### src/rtl/cal_regs_pkg.sv
/*
 * Constants for the reset, trigger and calibration register group:
 * offsets, fields, reset values, sequence timing.
 * Assumes one 20 MHz clock; registers sit on AXI4-Lite at four times the printed offsets.
 */
package cal_regs_pkg;
    // printed offsets are not all multiples of four: kept as indices
    localparam logic [7:0] IDX_STATUS       = 8'h01;
    localparam logic [7:0] IDX_MODE         = 8'h10;
    localparam logic [7:0] IDX_RATE1        = 8'h11;
    localparam logic [7:0] IDX_RESET        = 8'h24;
    localparam logic [7:0] IDX_INIT2        = 8'h28;
    localparam logic [7:0] IDX_TRIGGER_SAMPLE_COUNT        = 8'h29;
    localparam logic [7:0] IDX_X_OFFSET_VALUE_LO      = 8'h2a;
    localparam logic [7:0] IDX_X_OFFSET_VALUE_HI      = 8'h2b;
    localparam logic [7:0] IDX_Y_OFFSET_VALUE_LO      = 8'h2c;
    localparam logic [7:0] IDX_Y_OFFSET_VALUE_HI      = 8'h2d;
    localparam logic [7:0] IDX_Z_OFFSET_VALUE_LO      = 8'h2e;
    localparam logic [7:0] IDX_Z_OFFSET_VALUE_HI      = 8'h2f;
    localparam logic [7:0] IDX_X_GAIN_LOW        = 8'h30;
    localparam logic [7:0] IDX_Y_GAIN_LOW        = 8'h31;
    localparam logic [7:0] IDX_Z_GAIN_VALUE        = 8'h32;
    localparam int         ADDR_LSB         = 2;
    localparam int         IDX_W            = 8;

    // field positions
    localparam int BIT_RELOAD    = 7;
    localparam int BIT_FORCE_POR = 6;
    localparam int BIT_OTP_BUSY  = 5;
    localparam int BIT_GAIN_MSB  = 7;
    localparam int BIT_SPI_3W    = 0; // own choice inside the mode register
    localparam int SHADOW_LSB    = 4;

    // reset values
    localparam logic [7:0] RST_BYTE     = 8'h00;
    localparam logic [7:0] TRIG_FOREVER = 8'hff;
    localparam logic [2:0] SDR_OFF      = 3'h0;
    localparam logic [7:0] ONE_BYTE     = 8'h01;

    // nonvolatile image: 9 bytes 0x2a..0x32
    localparam int         NV_BYTES = 9;
    localparam logic [3:0] NV_LAST  = 4'h8;
    localparam logic [1:0] AXI_OKAY   = 2'h0;
    localparam logic [1:0] AXI_SLVERR = 2'h2;

    typedef enum logic [1:0] {SEQ_IDLE, SEQ_LOAD, SEQ_DONE} seq_state_t;
endpackage

### src/rtl/cal_regs.sv
/*
 * Reset, trigger-count and per-axis offset/gain register group.
 * Assumes an AXI4-Lite master on the same clock, a nonvolatile store that
 * answers one byte per cycle at nv_addr, and a sample path that uses the
 * calibration outputs.
 * Gain bytes are stored and read back; the sample path adds offset only.
 */
// Local design decision: the AXI4-Lite slave port.
`timescale 1ns/1ns
module cal_regs
    import cal_regs_pkg::*;
(
    input  wire logic               clock,
    input  wire logic               rst_n,
    input  wire logic               clk_en,
    input  wire logic [IDX_W+1:0]   s_axi_awaddr,
    input  wire logic               s_axi_awvalid,
    output logic                    s_axi_awready,
    input  wire logic [31:0]        s_axi_wdata,
    input  wire logic [3:0]         s_axi_wstrb,
    input  wire logic               s_axi_wvalid,
    output logic                    s_axi_wready,
    output logic [1:0]              s_axi_bresp,
    output logic                    s_axi_bvalid,
    input  wire logic               s_axi_bready,
    input  wire logic [IDX_W+1:0]   s_axi_araddr,
    input  wire logic               s_axi_arvalid,
    output logic                    s_axi_arready,
    output logic [31:0]             s_axi_rdata,
    output logic [1:0]              s_axi_rresp,
    output logic                    s_axi_rvalid,
    input  wire logic               s_axi_rready,
    input  wire logic [15:0]        sample_in,
    input  wire logic [1:0]         sample_axis,
    input  wire logic               sample_valid,
    input  wire logic               trigger_start,
    output logic [15:0]             extended_output_regs,
    output logic [1:0]              ext_axis,
    output logic                    ext_valid,
    output logic                    sampling,
    output logic                    spi_four_wire,
    output logic                    otp_enable,
    output logic [3:0]              nv_addr,
    input  wire logic [7:0]         nv_data,
    output logic                    auto_offset_store
);

    ////////////////////////////////////////////////////////////////////////
    // registers
    logic [7:0]  reset_control_reg;
    logic [7:0]  init_word_two_reg;
    logic [7:0]  trigger_sample_count_reg;
    logic [7:0]  shadow_reg [8];
    logic [7:0]  mode_reg;
    logic [7:0]  rate1_reg;
    logic [7:0]  cal_reg [NV_BYTES];
    seq_state_t  seq_reg;
    logic [3:0]  nv_idx_reg;
    logic        from_por_reg;
    logic [7:0]  samples_left_reg;
    logic        sampling_reg;
    logic [7:0]  mode_seen_reg;

    // write channel latches: address and data may come in either order
    logic              aw_held_reg;
    logic              w_held_reg;
    logic [IDX_W-1:0]  aw_idx_reg;
    logic [31:0]       w_data_reg;
    logic              w_lane0_reg;

    logic              do_write;
    logic [IDX_W-1:0]  ar_idx;
    logic              sdr_mode;
    logic              force_por;
    logic              seq_busy;
    logic [7:0]        rd_byte;
    logic              rd_hit;
    logic              wr_hit;

    // a new write waits until the old response is taken
    assign do_write = aw_held_reg && w_held_reg && !s_axi_bvalid;
    assign ar_idx   = s_axi_araddr[IDX_W+1:ADDR_LSB];
    assign sdr_mode = rate1_reg[SHADOW_LSB+2:SHADOW_LSB] != SDR_OFF;
    assign force_por = do_write && w_lane0_reg && aw_idx_reg == IDX_RESET
                       && w_data_reg[BIT_FORCE_POR];
    assign seq_busy = seq_reg == SEQ_LOAD;

    ////////////////////////////////////////////////////////////////////////
    // AXI write handshake
    // ready pulses one cycle after valid and drops after the handshake,
    // so a held valid is taken once; the answer waits for both halves
    always_ff @(posedge clock) begin
        if (!rst_n) begin
            aw_held_reg   <= 1'b0;
            w_held_reg    <= 1'b0;
            aw_idx_reg    <= '0;
            w_data_reg    <= '0;
            w_lane0_reg   <= 1'b0;
            s_axi_awready <= 1'b0;
            s_axi_wready  <= 1'b0;
            s_axi_bvalid  <= 1'b0;
            s_axi_bresp   <= AXI_OKAY;
        end else if (clk_en) begin
            s_axi_awready <= !aw_held_reg && !s_axi_awready && s_axi_awvalid;
            s_axi_wready  <= !w_held_reg && !s_axi_wready && s_axi_wvalid;
            if (s_axi_awvalid && s_axi_awready) begin
                aw_held_reg <= 1'b1;
                aw_idx_reg  <= s_axi_awaddr[IDX_W+1:ADDR_LSB];
            end
            if (s_axi_wvalid && s_axi_wready) begin
                w_held_reg  <= 1'b1;
                w_data_reg  <= s_axi_wdata;
                w_lane0_reg <= s_axi_wstrb[0];
            end
            if (do_write) begin
                aw_held_reg  <= 1'b0;
                w_held_reg   <= 1'b0;
                s_axi_bvalid <= 1'b1;
                s_axi_bresp  <= wr_hit ? AXI_OKAY : AXI_SLVERR;
            end else if (s_axi_bvalid && s_axi_bready) begin
                s_axi_bvalid <= 1'b0;
            end
        end
    end

    // decode of writable indices
    // unmapped indices answer with an error and change nothing
    always_comb begin
        wr_hit = 1'b1;
        unique case (aw_idx_reg)
            IDX_MODE, IDX_RATE1, IDX_RESET, IDX_INIT2, IDX_TRIGGER_SAMPLE_COUNT: wr_hit = 1'b1;
            default: wr_hit = aw_idx_reg >= IDX_X_OFFSET_VALUE_LO && aw_idx_reg <= IDX_Z_GAIN_VALUE;
        endcase
    end

    ////////////////////////////////////////////////////////////////////////
    // control register writes; forced reset returns all to defaults
    // a write during a copy still lands; the copy owns only cal bytes
    always_ff @(posedge clock) begin
        if (!rst_n) begin
            reset_control_reg        <= RST_BYTE;
            init_word_two_reg        <= RST_BYTE;
            trigger_sample_count_reg <= RST_BYTE;
            mode_reg                 <= RST_BYTE;
            rate1_reg                <= RST_BYTE;
            for (int i = 0; i < 8; i++) shadow_reg[i] <= RST_BYTE;
        end else if (clk_en) begin
            if (force_por) begin
                reset_control_reg        <= RST_BYTE;
                init_word_two_reg        <= RST_BYTE;
                trigger_sample_count_reg <= RST_BYTE;
                mode_reg                 <= RST_BYTE;
                rate1_reg                <= RST_BYTE;
                for (int i = 0; i < 8; i++) shadow_reg[i] <= RST_BYTE;
            end else if (do_write && w_lane0_reg) begin
                unique case (aw_idx_reg)
                    // reserved bits dropped; bit 6 never stored
                    // reload bit stays until host clears it
                    IDX_RESET: reset_control_reg <= {w_data_reg[BIT_RELOAD], 7'h00};
                    IDX_INIT2: init_word_two_reg <= w_data_reg[7:0];
                    IDX_MODE:  mode_reg          <= w_data_reg[7:0];
                    IDX_RATE1: rate1_reg         <= w_data_reg[7:0];
                    IDX_TRIGGER_SAMPLE_COUNT: begin
                        // shadow when rate is software defined
                        if (sdr_mode)
                            shadow_reg[rate1_reg[SHADOW_LSB+2:SHADOW_LSB]] <= w_data_reg[7:0];
                        else
                            trigger_sample_count_reg <= w_data_reg[7:0];
                    end
                    default: ;
                endcase
            end
        end
    end

    ////////////////////////////////////////////////////////////////////////
    // nonvolatile copy sequencer, shared by reload and forced reset
    // address k goes out on one edge, byte k comes back on the next,
    // so nine bytes take eleven edges from launch to done
    always_ff @(posedge clock) begin
        if (!rst_n) begin
            seq_reg      <= SEQ_IDLE;
            nv_idx_reg   <= '0;
            from_por_reg <= 1'b0;
            otp_enable   <= 1'b0;
            nv_addr      <= '0;
        end else if (clk_en) begin
            unique case (seq_reg)
                SEQ_IDLE: begin
                    // reload starts copy; forced reset too
                    if (force_por || (do_write && w_lane0_reg && aw_idx_reg == IDX_RESET
                                      && w_data_reg[BIT_RELOAD])) begin
                        seq_reg      <= SEQ_LOAD;
                        nv_idx_reg   <= '0;
                        nv_addr      <= '0;
                        from_por_reg <= force_por;
                        otp_enable   <= 1'b1;
                    end
                end
                SEQ_LOAD: begin
                    // nv_data for nv_addr arrives one cycle later
                    nv_addr <= nv_addr + 4'h1;
                    nv_idx_reg <= nv_addr;
                    // core disabled once the last byte is read out
                    // enable drops with the last address, before it runs past
                    // the image; that byte still lands on the next edge
                    if (nv_addr == NV_LAST)
                        otp_enable <= 1'b0;
                    if (nv_idx_reg == NV_LAST)
                        seq_reg <= SEQ_DONE;
                end
                SEQ_DONE: seq_reg <= SEQ_IDLE;
                default:  seq_reg <= SEQ_IDLE;
            endcase
        end
    end

    ////////////////////////////////////////////////////////////////////////
    // calibration bytes: loaded from store, overwritten by host
    always_ff @(posedge clock) begin
        if (!rst_n) begin
            for (int i = 0; i < NV_BYTES; i++) cal_reg[i] <= RST_BYTE;
            auto_offset_store <= 1'b0;
        end else if (clk_en) begin
            auto_offset_store <= 1'b0;
            if (seq_busy && nv_addr != '0) begin
                cal_reg[nv_addr - 4'h1] <= nv_data;
            end else if (seq_reg == SEQ_DONE && from_por_reg) begin
                // unpack stored auto offset after a forced-reset copy
                auto_offset_store <= 1'b1;
            end else if (do_write && w_lane0_reg && aw_idx_reg >= IDX_X_OFFSET_VALUE_LO
                         && aw_idx_reg <= IDX_Z_GAIN_VALUE) begin
                // gain bytes and gain msb bits land here too
                cal_reg[4'(aw_idx_reg - IDX_X_OFFSET_VALUE_LO)] <= w_data_reg[7:0];
            end
        end
    end

    ////////////////////////////////////////////////////////////////////////
    // serial port wiring back to 4-wire on any reset
    // mode bit 0 picks 3-wire; every reset path forces 4-wire back
    always_ff @(posedge clock) begin
        if (!rst_n) begin
            spi_four_wire <= 1'b1;
        end else if (clk_en) begin
            if (force_por)
                spi_four_wire <= 1'b1;
            else if (do_write && w_lane0_reg && aw_idx_reg == IDX_MODE)
                spi_four_wire <= !w_data_reg[BIT_SPI_3W];
        end
    end

    ////////////////////////////////////////////////////////////////////////
    // one-shot sample counting
    // count 0 starts nothing; 1 to 254 counts sample_valid pulses;
    // 255 runs until the mode value changes, so rewriting the same
    // mode does not stop it
    always_ff @(posedge clock) begin
        if (!rst_n) begin
            samples_left_reg <= '0;
            sampling_reg     <= 1'b0;
            mode_seen_reg    <= RST_BYTE;
        end else if (clk_en) begin
            mode_seen_reg <= mode_reg;
            if (trigger_start && !sdr_mode && trigger_sample_count_reg != RST_BYTE) begin
                samples_left_reg <= trigger_sample_count_reg;
                sampling_reg     <= 1'b1;
            end else if (sampling_reg && trigger_sample_count_reg == TRIG_FOREVER) begin
                if (mode_seen_reg != mode_reg)
                    sampling_reg <= 1'b0;
            end else if (sampling_reg && sample_valid) begin
                samples_left_reg <= samples_left_reg - ONE_BYTE;
                if (samples_left_reg == ONE_BYTE)
                    sampling_reg <= 1'b0;
            end
        end
    end

    ////////////////////////////////////////////////////////////////////////
    // offset added before extended outputs
    // sum wraps at 16 bits, as the output register does
    always_ff @(posedge clock) begin
        if (!rst_n) begin
            extended_output_regs <= '0;
            ext_axis             <= '0;
            ext_valid            <= 1'b0;
            sampling             <= 1'b0;
        end else if (clk_en) begin
            sampling  <= sampling_reg;
            ext_valid <= sample_valid;
            if (sample_valid) begin
                ext_axis <= sample_axis;
                // offset bytes: low 7:0, high 6:0 as 14:8, sign extended
                extended_output_regs <= sample_in + {cal_reg[{sample_axis, 1'b1}][6],
                    cal_reg[{sample_axis, 1'b1}][6:0], cal_reg[{sample_axis, 1'b0}]};
            end
        end
    end

    ////////////////////////////////////////////////////////////////////////
    // read side; write-only registers read as zero except calibration
    // reads have no side effects, so a poll loop may hit status freely
    always_comb begin
        rd_hit  = 1'b1;
        rd_byte = RST_BYTE;
        unique case (ar_idx)
            IDX_STATUS: begin
                // busy follows the sequencer, not the reload bit
                rd_byte[BIT_OTP_BUSY] = seq_busy;
            end
            IDX_MODE:   rd_byte = mode_reg;
            IDX_RATE1:  rd_byte = rate1_reg;
            IDX_RESET:  rd_byte = reset_control_reg;        // bit 6 reads 0
            IDX_INIT2:  rd_byte = init_word_two_reg;
            IDX_TRIGGER_SAMPLE_COUNT:  rd_byte = RST_BYTE;
            default: begin
                rd_hit = ar_idx >= IDX_X_OFFSET_VALUE_LO && ar_idx <= IDX_Z_GAIN_VALUE;
                if (rd_hit)
                    rd_byte = cal_reg[4'(ar_idx - IDX_X_OFFSET_VALUE_LO)];
            end
        endcase
    end

    always_ff @(posedge clock) begin
        if (!rst_n) begin
            s_axi_arready <= 1'b0;
            s_axi_rvalid  <= 1'b0;
            s_axi_rdata   <= '0;
            s_axi_rresp   <= AXI_OKAY;
        end else if (clk_en) begin
            s_axi_arready <= !s_axi_rvalid && !s_axi_arready && s_axi_arvalid;
            if (s_axi_arvalid && s_axi_arready) begin
                s_axi_rvalid <= 1'b1;
                s_axi_rdata  <= {24'h000000, rd_byte};
                s_axi_rresp  <= rd_hit ? AXI_OKAY : AXI_SLVERR;
            end else if (s_axi_rvalid && s_axi_rready) begin
                s_axi_rvalid <= 1'b0;
            end
        end
    end

    // gain layout: msb in bit 7 of each high offset byte (cal_reg 1, 3, 5),
    // low byte in cal_reg 6..8; no multiply sits here, so a user
    // scaling samples must apply the gain downstream

endmodule // cal_regs

### config.mk
export PLATFORM = sky130hd
export DESIGN_NAME = cal_regs
export DESIGN_NICKNAME = d
export VERILOG_FILES = /design/src/rtl/cal_regs_pkg.sv /design/src/rtl/cal_regs.sv
export SDC_FILE = /design/constraint.sdc
export NUM_CORES = 1
export LEC_CHECK = 0
export BUFFER_PORTS_ARGS = -buffer_cell sky130_fd_sc_hd__buf_4
export CAP_MARGIN = 20
export CORE_UTILIZATION = 45
export DETAILED_ROUTE_END_ITERATION = 12
export GPL_TIMING_DRIVEN = 0
export PLACE_DENSITY_LB_ADDON = 0.05
export REMOVE_ABC_BUFFERS = 1
export SLEW_MARGIN = 20
export SYNTH_ARGS = -nofsm -noshare
export SYNTH_HDL_FRONTEND = slang
export SYNTH_SLANG_ARGS = --single-unit
### constraint.sdc
create_clock -name clock -period 4.92 [get_ports clock]
set_input_delay 0.984 -clock clock [delete_from_list [all_inputs] [get_ports clock]]
set_output_delay 0.984 -clock clock [all_outputs]
set_load 0.02 [all_outputs]
==> results of run 1 <==
==> per-stage QoR <==
step	TNS (ns)	utilization [%]	total power (W)
5_1_grt	0	52.6	0.00501
4_1_cts	0	52.6	0.00489
6_report	0	52.6	0.00485
3_5_place_dp	0	49.2	0.00274
3_3_place_gp	-391.30	48.8	0.00273
2_1_floorplan	0	-	0.00254
==> worst min-delay path, cell delays in order (launching register included) <==
cell and delay, ns:
dfxtp_1 0.30, nand2_1 0.05, a21oi_1 0.05
==> final timing paths <==
kind | endpoint | slack (ns) | cells after the start | start
hold reg to reg | extended_output_regs[5]$_SDFFE_PN0P_ | 0.45 | 2 | extended_output_regs[5]$_SDFFE_PN0P_
setup / recovery | cal_reg[7][4]$_SDFFCE_PN0P_ | 1.09 | 7 | clk_en
hold / removal | extended_output_regs[5]$_SDFFE_PN0P_ | 0.45 | 2 | extended_output_regs[5]$_SDFFE_PN0P_
setup reg to reg | cal_reg[4][0]$_SDFFCE_PN0P_ | 1.15 | 7 | nv_addr[0]$_SDFFE_PN0P_
==> cell families (layout without fill, tap and decap cells) <==
kind of cell / count (synthesis) / count (layout) / synth area share (%)
other cells: 1 / 26 / 0.0295
buf+inv: 121 / 192 / 4.82
xor+xnor: 16 / 16 / 1.10
simple gates: 387 / 387 / 15.5
compound gates: 270 / 270 / 14.1
mux: 88 / 88 / 13.3
flops: 246 / 246 / 48.7
fa+ha+maj: 24 / 24 / 2.42
==> cells in the mapped netlist (10+ instances only) <==
master      n  area [um^2]
edfxtp_1  128         3840
nor2_1    128          480
dfxtp_1   118         2360
nand2_1    98          368
a21oi_1    96          480
o21ai_0    64          320
mux4_2     49         1100
clkbuf_1   39          146
buf_4      33          248
nand4_1    26          163
inv_1      24         90.1
ha_1       23          288
nand3_1    18         90.1
mux2i_1    14          140
nor4_1     14         87.6
mux2_2     12          135
nand2b_1   11         68.8
nor2b_1    11         68.8
nor3_1     11         55.1
xor2_1     11         96.3
a31oi_1    10         62.6
buf_2      10         50.1
nand3b_1   10         75.1
==> power breakdown <==
| group | switching (W) | internal (W) | total, W |
|---|---|---|---|
| clock network | 0.000865 | 0.00130 | 0.00216 |
| logic | 0.000275 | 0.000196 | 0.000471 |
| registers | 0.0000256 | 0.00219 | 0.00222 |
| total | 0.00117 | 0.00369 | 0.00485 |
==> area by class of cell <==
cell class                      count  area, um^2  share of cell area (%)
Multi-Input combinational cell    811        6030                    41.2
Clock inverter                     21         216                    1.48
Sequential cell                   246        6210                    42.4
Clock buffer                       31         743                    5.08
Inverter                           32         125                   0.855
Timing Repair Buffer              108         836                    5.71
Tap cell                          378         473                    3.23
==> metal layers <==
metal,GRT usage (%),wire [um],up-vias
met2,37.1,15200,303
met1,32.9,15500,4619
li1,-,-,4451
met3,3.74,2000,43
met5,0,0,-
met4,5.64,665,0
==> flow_metrics.py, run 1 <==
metrics = {
    "worst_hold_path": {
        "hold_class": "reg2reg",
    },
    "timing": {
        "hold_violations": 0,
        "hold_ws_ns": 0.448,
        "rsz0062_at_grt": "no",
        "period_share_pct": 77.9,
        "fin_crit_ns": 3.83,
        "fin_skew_ns": 0.0112,
        "slew_headroom_pct": 27.3,
        "drv_slew": 0,
        "max_freq_ghz": 0.261,
        "tightest_slew_ns": 1.09,
        "worst_slack_ns": 1.09,
        "finalSetupViolations": 0,
    },
    "die": {
        "die_h_um": 170,
        "die_w_um": 170,
        "initial_core_util_pct": 45.8,
        "row_count": 61,
        "die_area_um2": 29000,
        "ios": 160,
        "coreArea_um2": 27800,
    },
    "grt": {
        "grt_pass1_vias": 8816,
        "grt_max_degree": 73,
        "overflow": 0,
        "antenna_found_initial": 1,
        "grt_usage_pct": 23.2,
        "grt_pass1_wl_mm": 51.4,
    },
    "placement": {
        "place_ws_ns": 0.513,
        "place_congestion": 0.868,
        "dp_hpwl_mm": 23.0,
        "dp_cells": 1574,
        "placed_cell_area_um2": 13700,
        "port_buffers": 102,
    },
    "synth": {
        "synth_cell_types": 85,
        "syn-cell-area_um2": 12700,
        "synth-edff-count": 128,
        "syn_avg_cell_area_um2": 11.0,
        "ys_seq_area_share_pct": 48.7,
        "async_reset_ff_share_pct": 0,
        "syn_inst": 1153,
        "ys_ff_latch": 246,
        "yosysWarnings": 0,
        "synthFlopType": "edfxtp_1",
    },
    "clock_tree": {
        "clk_latency_ns": 0.55,
        "cts_buffers": 28,
        "clkTransAtPathRegs_ns": 0.06,
        "clock-root-buffer": "clkbuf_16",
        "cts_buffer_depth": 3,
        "postCtsHoldBufs": 0,
        "htree_levels": 1,
        "cts_tree": "done",
        "cts-resized-gates": 0,
        "cts.sinks": 246,
        "post_cts_buffers": 0,
    },
    "worst_setup_path": {
        "arrival_ns": 4.09,
        "cp_num_buf_inv": 2,
        "cp-end-kind": "flop",
        "worstPathCellList": "buf_4, nand4b_4, or2_2, a2111oi_4, mux2_2, o21ai_1, buf_4",
        "critical-path-top-delay-family": "compound AO/OA/AOI/OAI gates",
        "critPathMaxFanout": 37,
        "cpPeakStageDelay_ns": 0.61,
        "worstPathRequired_ns": 5.18,
        "cp-start-kind": "primary input",
        "crit_top_cell": "buf_4",
        "crit_type": "in2reg",
        "crit_slowest_cell": "or2_2",
    },
    "power_and_ir_drop": {
        "leakagePower_nw": 5.28,
        "power_density_nw_per_um2": 332,
        "peakVddDrop_uv": 343,
    },
    "finish": {
        "final_cell_mix": "edfxtp_1 (128), nor2_1 (127), dfxtp_1 (118), buf_4 (104), nand2_1 (98)",
        "mostFrequentLayoutCell": "edfxtp_1",
        "largest_register_ffs": 128,
        "instances_no_fill": 1627,
        "drive_above_1_share_pct": 21.3,
        "diodes": 0,
        "nets": 1343,
        "stdcell_area_um2": 14600,
        "nFillCells": 2487,
        "syn2layout_area_growth_pct": 14.9,
    },
    "route": {
        "routed_wirelength_mm": 33.3,
        "ant_nets": 0,
        "via_count": 9416,
        "drcViolationCount": 0,
        "viasPerCell": 5.79,
        "drt_iter0_drc": 662,
        "first_pass_iters": 5,
        "wl_per_cell_um": 20.5,
    },
    "run": {
        "drv_cap": 0,
    },
    "run_status": {
        "outcome": "complete, no violations",
    },
}
Power figures use the tool's default switching activity.
==> run 2: changes to the inputs <==
--- a/config.mk
+++ b/config.mk
@@ -5,6 +5,7 @@
 export SDC_FILE = /design/constraint.sdc
 export NUM_CORES = 1
 export LEC_CHECK = 0
+export ABC_AREA = 1
 export BUFFER_PORTS_ARGS = -buffer_cell sky130_fd_sc_hd__buf_4
 export CAP_MARGIN = 20
 export CORE_UTILIZATION = 45
==> constraint.sdc (replaced) <==
create_clock -name clock -period 3.4 [get_ports clock]
set_input_delay 0.68 -clock clock [delete_from_list [all_inputs] [get_ports clock]]
set_output_delay 0.68 -clock clock [all_outputs]
set_load 0.02 [all_outputs]
==> flow_metrics.py, run 2 <==
metrics = {
    "run_status": {
        "outcome": "complete, no violations",
    },
    "placement": {
        "place_ws_ns": -1.73,
        "place_congestion": 0.913,
        "dp_hpwl_mm": 25.1,
        "port_buffers": 102,
    },
    "route": {
        "highest_layer": "met4",
        "wl_met2_mm": 16.8,
        "wl_per_cell_um": 18.6,
        "via_count": 10675,
        "drcViolationCount": 0,
        "drt_iter0_drc": 889,
        "first_pass_iters": 7,
        "viasPerCell": 5.40,
        "wl_met1_mm": 16.6,
        "routed_wirelength_mm": 36.8,
        "ant_nets": 0,
        "wl_met3_mm": 2.46,
    },
    "clock_tree": {
        "cts.sinks": 246,
        "htree_levels": 1,
        "cts_tree": "done",
        "clk_latency_ns": 0.55,
        "cts_buffers": 28,
        "clock-root-buffer": "clkbuf_16",
        "cts_buffer_depth": 3,
        "clkTransAtPathRegs_ns": 0.06,
        "postCtsHoldBufs": 0,
    },
    "worst_setup_path": {
        "crit_top_cell": "nand2_1",
        "arrival_ns": 3.43,
        "cp-start-kind": "primary input",
        "crit_type": "in2reg",
        "cp-end-kind": "flop",
        "worstPathRequired_ns": 3.58,
        "critPathMaxFanout": 93,
        "worstPathCellList": "buf_12, inv_4, nor2_1, nand2_2, nor2_4, nand2_4, nand2_1, nand2_1, nor2_4, nand2_4, nand2_1",
        "crit_slowest_cell": "nand2_1",
        "cpPeakStageDelay_ns": 0.43,
    },
    "timing": {
        "fin_crit_ns": 3.24,
        "worst_slack_ns": 0.156,
        "setup_tns_ns": 0,
        "tightest_slew_ns": 1.20,
        "max_freq_ghz": 0.308,
        "fin_skew_ns": 0.0136,
        "slew_headroom_pct": 19.8,
        "hold_violations": 0,
        "drv_slew": 0,
        "period_share_pct": 95.4,
        "rsz0062_at_grt": "no",
        "finalSetupViolations": 0,
    },
    "synth": {
        "synthFlopType": "edfxtp_1",
        "async_reset_ff_share_pct": 0,
        "synth_top_area_share_pct": 30.2,
        "synth_cell_types": 50,
        "yosysWarnings": 0,
        "synth_area_leader_cell": "edfxtp_1",
        "ys_ff_latch": 246,
        "syn_inst": 1509,
        "syn-cell-area_um2": 12700,
        "synth_area_leaders": "edfxtp_1 (30%), dfxtp_1 (19%), nand2_1 (7.0%)",
        "yosysMostFrequentCell": "nand2_1",
        "ys_seq_area_share_pct": 48.7,
        "syn_avg_cell_area_um2": 8.45,
        "synth-edff-count": 128,
        "synth_common_cells": "nand2_1 (239), nor2_1 (199), o21ai_0 (152)",
    },
    "worst_hold_path": {
        "hold_class": "in2reg",
    },
    "die": {
        "die_h_um": 170,
        "die_area_um2": 29000,
        "initial_core_util_pct": 45.8,
        "die_w_um": 170,
        "row_count": 61,
        "ios": 160,
        "coreArea_um2": 27900,
    },
    "grt": {
        "grt_usage_pct": 25.5,
        "grt_pass1_vias": 9860,
        "grt_pass1_wl_mm": 56.2,
        "grt_max_degree": 94,
        "overflow": 0,
        "antenna_found_initial": 0,
    },
    "finish": {
        "syn2layout_area_growth_pct": 15.0,
        "drive_above_1_share_pct": 17.7,
        "diodes": 0,
        "final_cell_mix": "nand2_1 (234), nor2_1 (198), o21ai_0 (147), edfxtp_1 (128), dfxtp_1 (118)",
        "nets": 1697,
        "largest_register_ffs": 128,
        "utilization_pct": 52.6,
        "mostFrequentLayoutCell": "nand2_1",
    },
    "power_and_ir_drop": {
        "peakVddDrop_uv": 275,
        "p_total_w": 0.00689,
        "power_density_nw_per_um2": 470,
        "leakagePower_nw": 5.94,
    },
    "run": {
        "drv_cap": 0,
    },
}
[run 2: changes by cell type after synthesis, moves of 16 or more]
cell | previous run | this run
nor3_2 | 2 | 41
nand3_1 | 18 | 111
inv_1 | 24 | 108
nand2_2 | 0 | 16
mux4_2 | 49 | 0
o21ai_0 | 64 | 152
nand2_1 | 98 | 239
nor2_1 | 128 | 199
[run 2: what timing repair did]
action                     4_1_cts  5_1_grt
setup endpoints to repair      186       57
pin swaps                        0        0
cloned                           0        0
resized for setup               19        7
buffers inserted                 0        0
[run 2: cell families after synthesis]
| group | share of synthesized area (%) |
|---|---|
| AND/OR/NAND/NOR | 25.3 |
| AO/OA/AOI/OAI | 14.6 |
| flip-flops | 48.7 |
| buffers and inverters | 7.27 |
| XOR/XNOR | 1.72 |
| adder cells (fa/ha/maj) | 2.41 |
| other | 0.0294 |
[run 2: power breakdown]
group          internal (W)  leakage, nW  switching [W]
combinational      0.000250         3.31       0.000520
sequential          0.00318         2.20      0.0000441
clock               0.00170        0.430        0.00119
total               0.00514         5.94        0.00176
[run 2: final cells by class]
class,instances,area [um^2]
well taps,378,473
fillers,2671,13200
multi-input cells,1078,5830
clock inverters,9,70.1
clock buffers,39,803
flip-flops and latches,246,6210
inverters,121,458
repair buffers,106,821
[run 2: path summary, 6_finish.rpt]
kind | slack, ns | depth (start not counted) | startpoint | endpoint
hold / removal | 0.40 | 4 | s_axi_rready | s_axi_rvalid$_SDFFE_PN0P_
setup reg to reg | 0.19 | 12 | nv_addr[0]$_SDFFE_PN0P_ | cal_reg[7][0]$_SDFFCE_PN0P_
setup / recovery | 0.16 | 11 | rst_n | cal_reg[7][0]$_SDFFCE_PN0P_
hold reg to reg | 0.46 | 2 | nv_idx_reg[2]$_SDFFE_PN0P_ | nv_idx_reg[2]$_SDFFE_PN0P_
[run 2: layer usage]
layer | track usage [%] | up-vias
met5 | 0 | -
met4 | 7.68 | 0
met3 | 3.40 | 58
met2 | 41.4 | 357
met1 | 35.3 | 5010
li1 | - | 5250
[run 2: worst max-delay path: cells and delay by family]
kind                   cells  cell delay (ns)
AND/OR/NAND/NOR            9             2.05
buffers and inverters      2             0.56
[run 2: metrics by stage]
step | area [um^2] | instances | hold WS, ns
after detailed placement | 13700 | 1929 | 0.454
after global routing | 14700 | 1977 | 0.429
after floorplan | 12400 | 1445 | 0.435
after CTS | 14600 | 1977 | 0.384
final | 14700 | 1977 | 0.400
after global placement | 13600 | 1925 | 0.447
==> run 3: changes to the inputs <==
--- a/config.mk
+++ b/config.mk
@@ -11,8 +11,9 @@
 export CORE_UTILIZATION = 45
 export DETAILED_ROUTE_END_ITERATION = 12
 export GPL_TIMING_DRIVEN = 0
-export PLACE_DENSITY_LB_ADDON = 0.05
+export PLACE_DENSITY_LB_ADDON = 0.08
 export REMOVE_ABC_BUFFERS = 1
+export SETUP_SLACK_MARGIN = 0.1
 export SLEW_MARGIN = 20
 export SYNTH_ARGS = -nofsm -noshare
 export SYNTH_HDL_FRONTEND = slang
==> flow_metrics.py, run 3 (same netlist as run 2, synthesis figures left out) <==
metrics = {
    "die": {
        "coreArea_um2": 27900,
        "die_h_um": 170,
        "die_w_um": 170,
        "ios": 160,
        "die_area_um2": 29000,
        "initial_core_util_pct": 45.8,
        "row_count": 61,
    },
    "route": {
        "drcViolationCount": 0,
        "drt_iter0_drc": 817,
        "routed_wirelength_mm": 36.4,
        "ant_nets": 0,
        "viasPerCell": 5.38,
        "wl_per_cell_um": 18.4,
        "first_pass_iters": 5,
        "via_count": 10686,
    },
    "timing": {
        "tightest_slew_ns": 1.09,
        "hold_ws_ns": 0.417,
        "max_freq_ghz": 0.325,
        "setup_tns_ns": 0,
        "drv_slew": 0,
        "rsz0062_at_grt": "no",
        "fin_skew_ns": 0.0161,
        "hold_violations": 0,
        "worst_slack_ns": 0.323,
        "fin_crit_ns": 3.08,
        "slew_headroom_pct": 27.5,
        "finalSetupViolations": 0,
        "period_share_pct": 90.5,
    },
    "finish": {
        "final_cell_mix": "nand2_1 (231), nor2_1 (198), o21ai_0 (147), edfxtp_1 (128), dfxtp_1 (118)",
        "nets": 1704,
        "mostFrequentLayoutCell": "nand2_1",
        "drive_above_1_share_pct": 18.4,
        "utilization_pct": 53.2,
        "syn2layout_area_growth_pct": 16.2,
        "diodes": 0,
        "largest_register_ffs": 128,
    },
    "worst_setup_path": {
        "r2r_cells": 10,
        "crit_slowest_cell": "xor2_1",
        "cpPeakStageDelay_ns": 0.83,
        "cp_num_buf_inv": 3,
        "critical-path-top-delay-family": "buffers and inverters",
        "critPathMaxFanout": 32,
        "crit_type": "in2reg",
        "worstPathCellList": "buf_4, inv_1, ha_2, xor2_1, inv_1, nand3_1, nand3_1, a21oi_1",
        "cp-start-kind": "primary input",
        "crit_cells": 8,
        "worstPathRequired_ns": 3.87,
        "arrival_ns": 3.54,
        "cp-end-kind": "flop",
    },
    "clock_tree": {
        "clkTransAtPathRegs_ns": 0.06,
        "htree_levels": 1,
        "clk_latency_ns": 0.54,
        "clock-root-buffer": "clkbuf_16",
        "cts_tree": "done",
        "cts_buffer_depth": 3,
        "cts.sinks": 246,
        "cts_buffers": 27,
    },
    "grt": {
        "grt_max_degree": 94,
        "antenna_found_initial": 1,
        "grt_pass1_wl_mm": 56.1,
        "grt_pass1_vias": 9860,
        "grt_usage_pct": 25.4,
        "overflow": 0,
    },
    "placement": {
        "place_congestion": 0.891,
        "place_ws_ns": -1.86,
        "dp_hpwl_mm": 24.8,
        "port_buffers": 102,
    },
    "power_and_ir_drop": {
        "power_density_nw_per_um2": 481,
        "leakagePower_nw": 5.99,
        "peakVddDrop_uv": 344,
    },
    "worst_hold_path": {
        "hold_class": "in2reg",
        "min_path_cells": 4,
    },
    "run_status": {
        "outcome": "complete, no violations",
    },
    "run": {
        "drv_cap": 0,
    },
}
-- run 3: path summary, 6_finish.rpt --
kind	from	end	slack [ns]
worst max-delay path	s_axi_araddr[3]	s_axi_rdata[3]$_SDFFE_PN0P_	0.32
worst min-delay path	s_axi_bready	s_axi_bvalid$_SDFFE_PN0P_	0.42
worst max register to register	nv_addr[0]$_SDFFE_PN0P_	cal_reg[12][0]$_DFFE_PP_	0.39
worst min register to register	nv_idx_reg[0]$_SDFFE_PN0P_	nv_idx_reg[0]$_SDFFE_PN0P_	0.46
-- run 3: cell type report --
type,instances,area (um^2)
fillers,2618,13000
clock buffers,39,803
multi-input cells,1078,5850
repair buffers,114,881
clock inverters,9,144
well taps,378,473
flip-flops and latches,246,6210
inverters,121,462
-- run 3: per-stage QoR --
stage | power [W] | area, um^2 | cells
final | 0.00712 | 14800 | 1985
after global routing | 0.00737 | 14800 | 1985
after floorplan | 0.00373 | 12400 | 1445
after detailed placement | 0.00405 | 13700 | 1931
after global placement | 0.00404 | 13600 | 1925
after CTS | 0.00715 | 14800 | 1985
-- run 3: metal layers --
metal	share of wire, %	up-vias	wire (um)	GRT usage (%)
met5	0.047	-	17	0
met4	2.3	2	852	7.32
met3	7.4	56	2690	4.16
met2	45	382	16600	40.5
met1	45	4990	16300	35.4
li1	-	5256	-	-
-- run 3: worst reg2reg max path: cells and delay by family, from the launching register on --
family,cells,cell delay [ns]
compound gates,1,0.15
fa+ha+maj,1,0.22
buf+inv,1,0.16
flops,1,0.37
simple gates,7,1.73
-- run 3: power breakdown --
group	internal (W)	switching [W]	total [W]
Clock	0.00193	0.00119	0.00313
Combinational	0.000251	0.000518	0.000769
Sequential	0.00318	0.0000438	0.00323
-- run 3: timing repair --
action	CTS	global route
resized for setup	20	12
hold buffers	0	0
cloned	0	0
pin swaps	2	0
endpoints found under the setup margin	240	100
buffers inserted	6	0
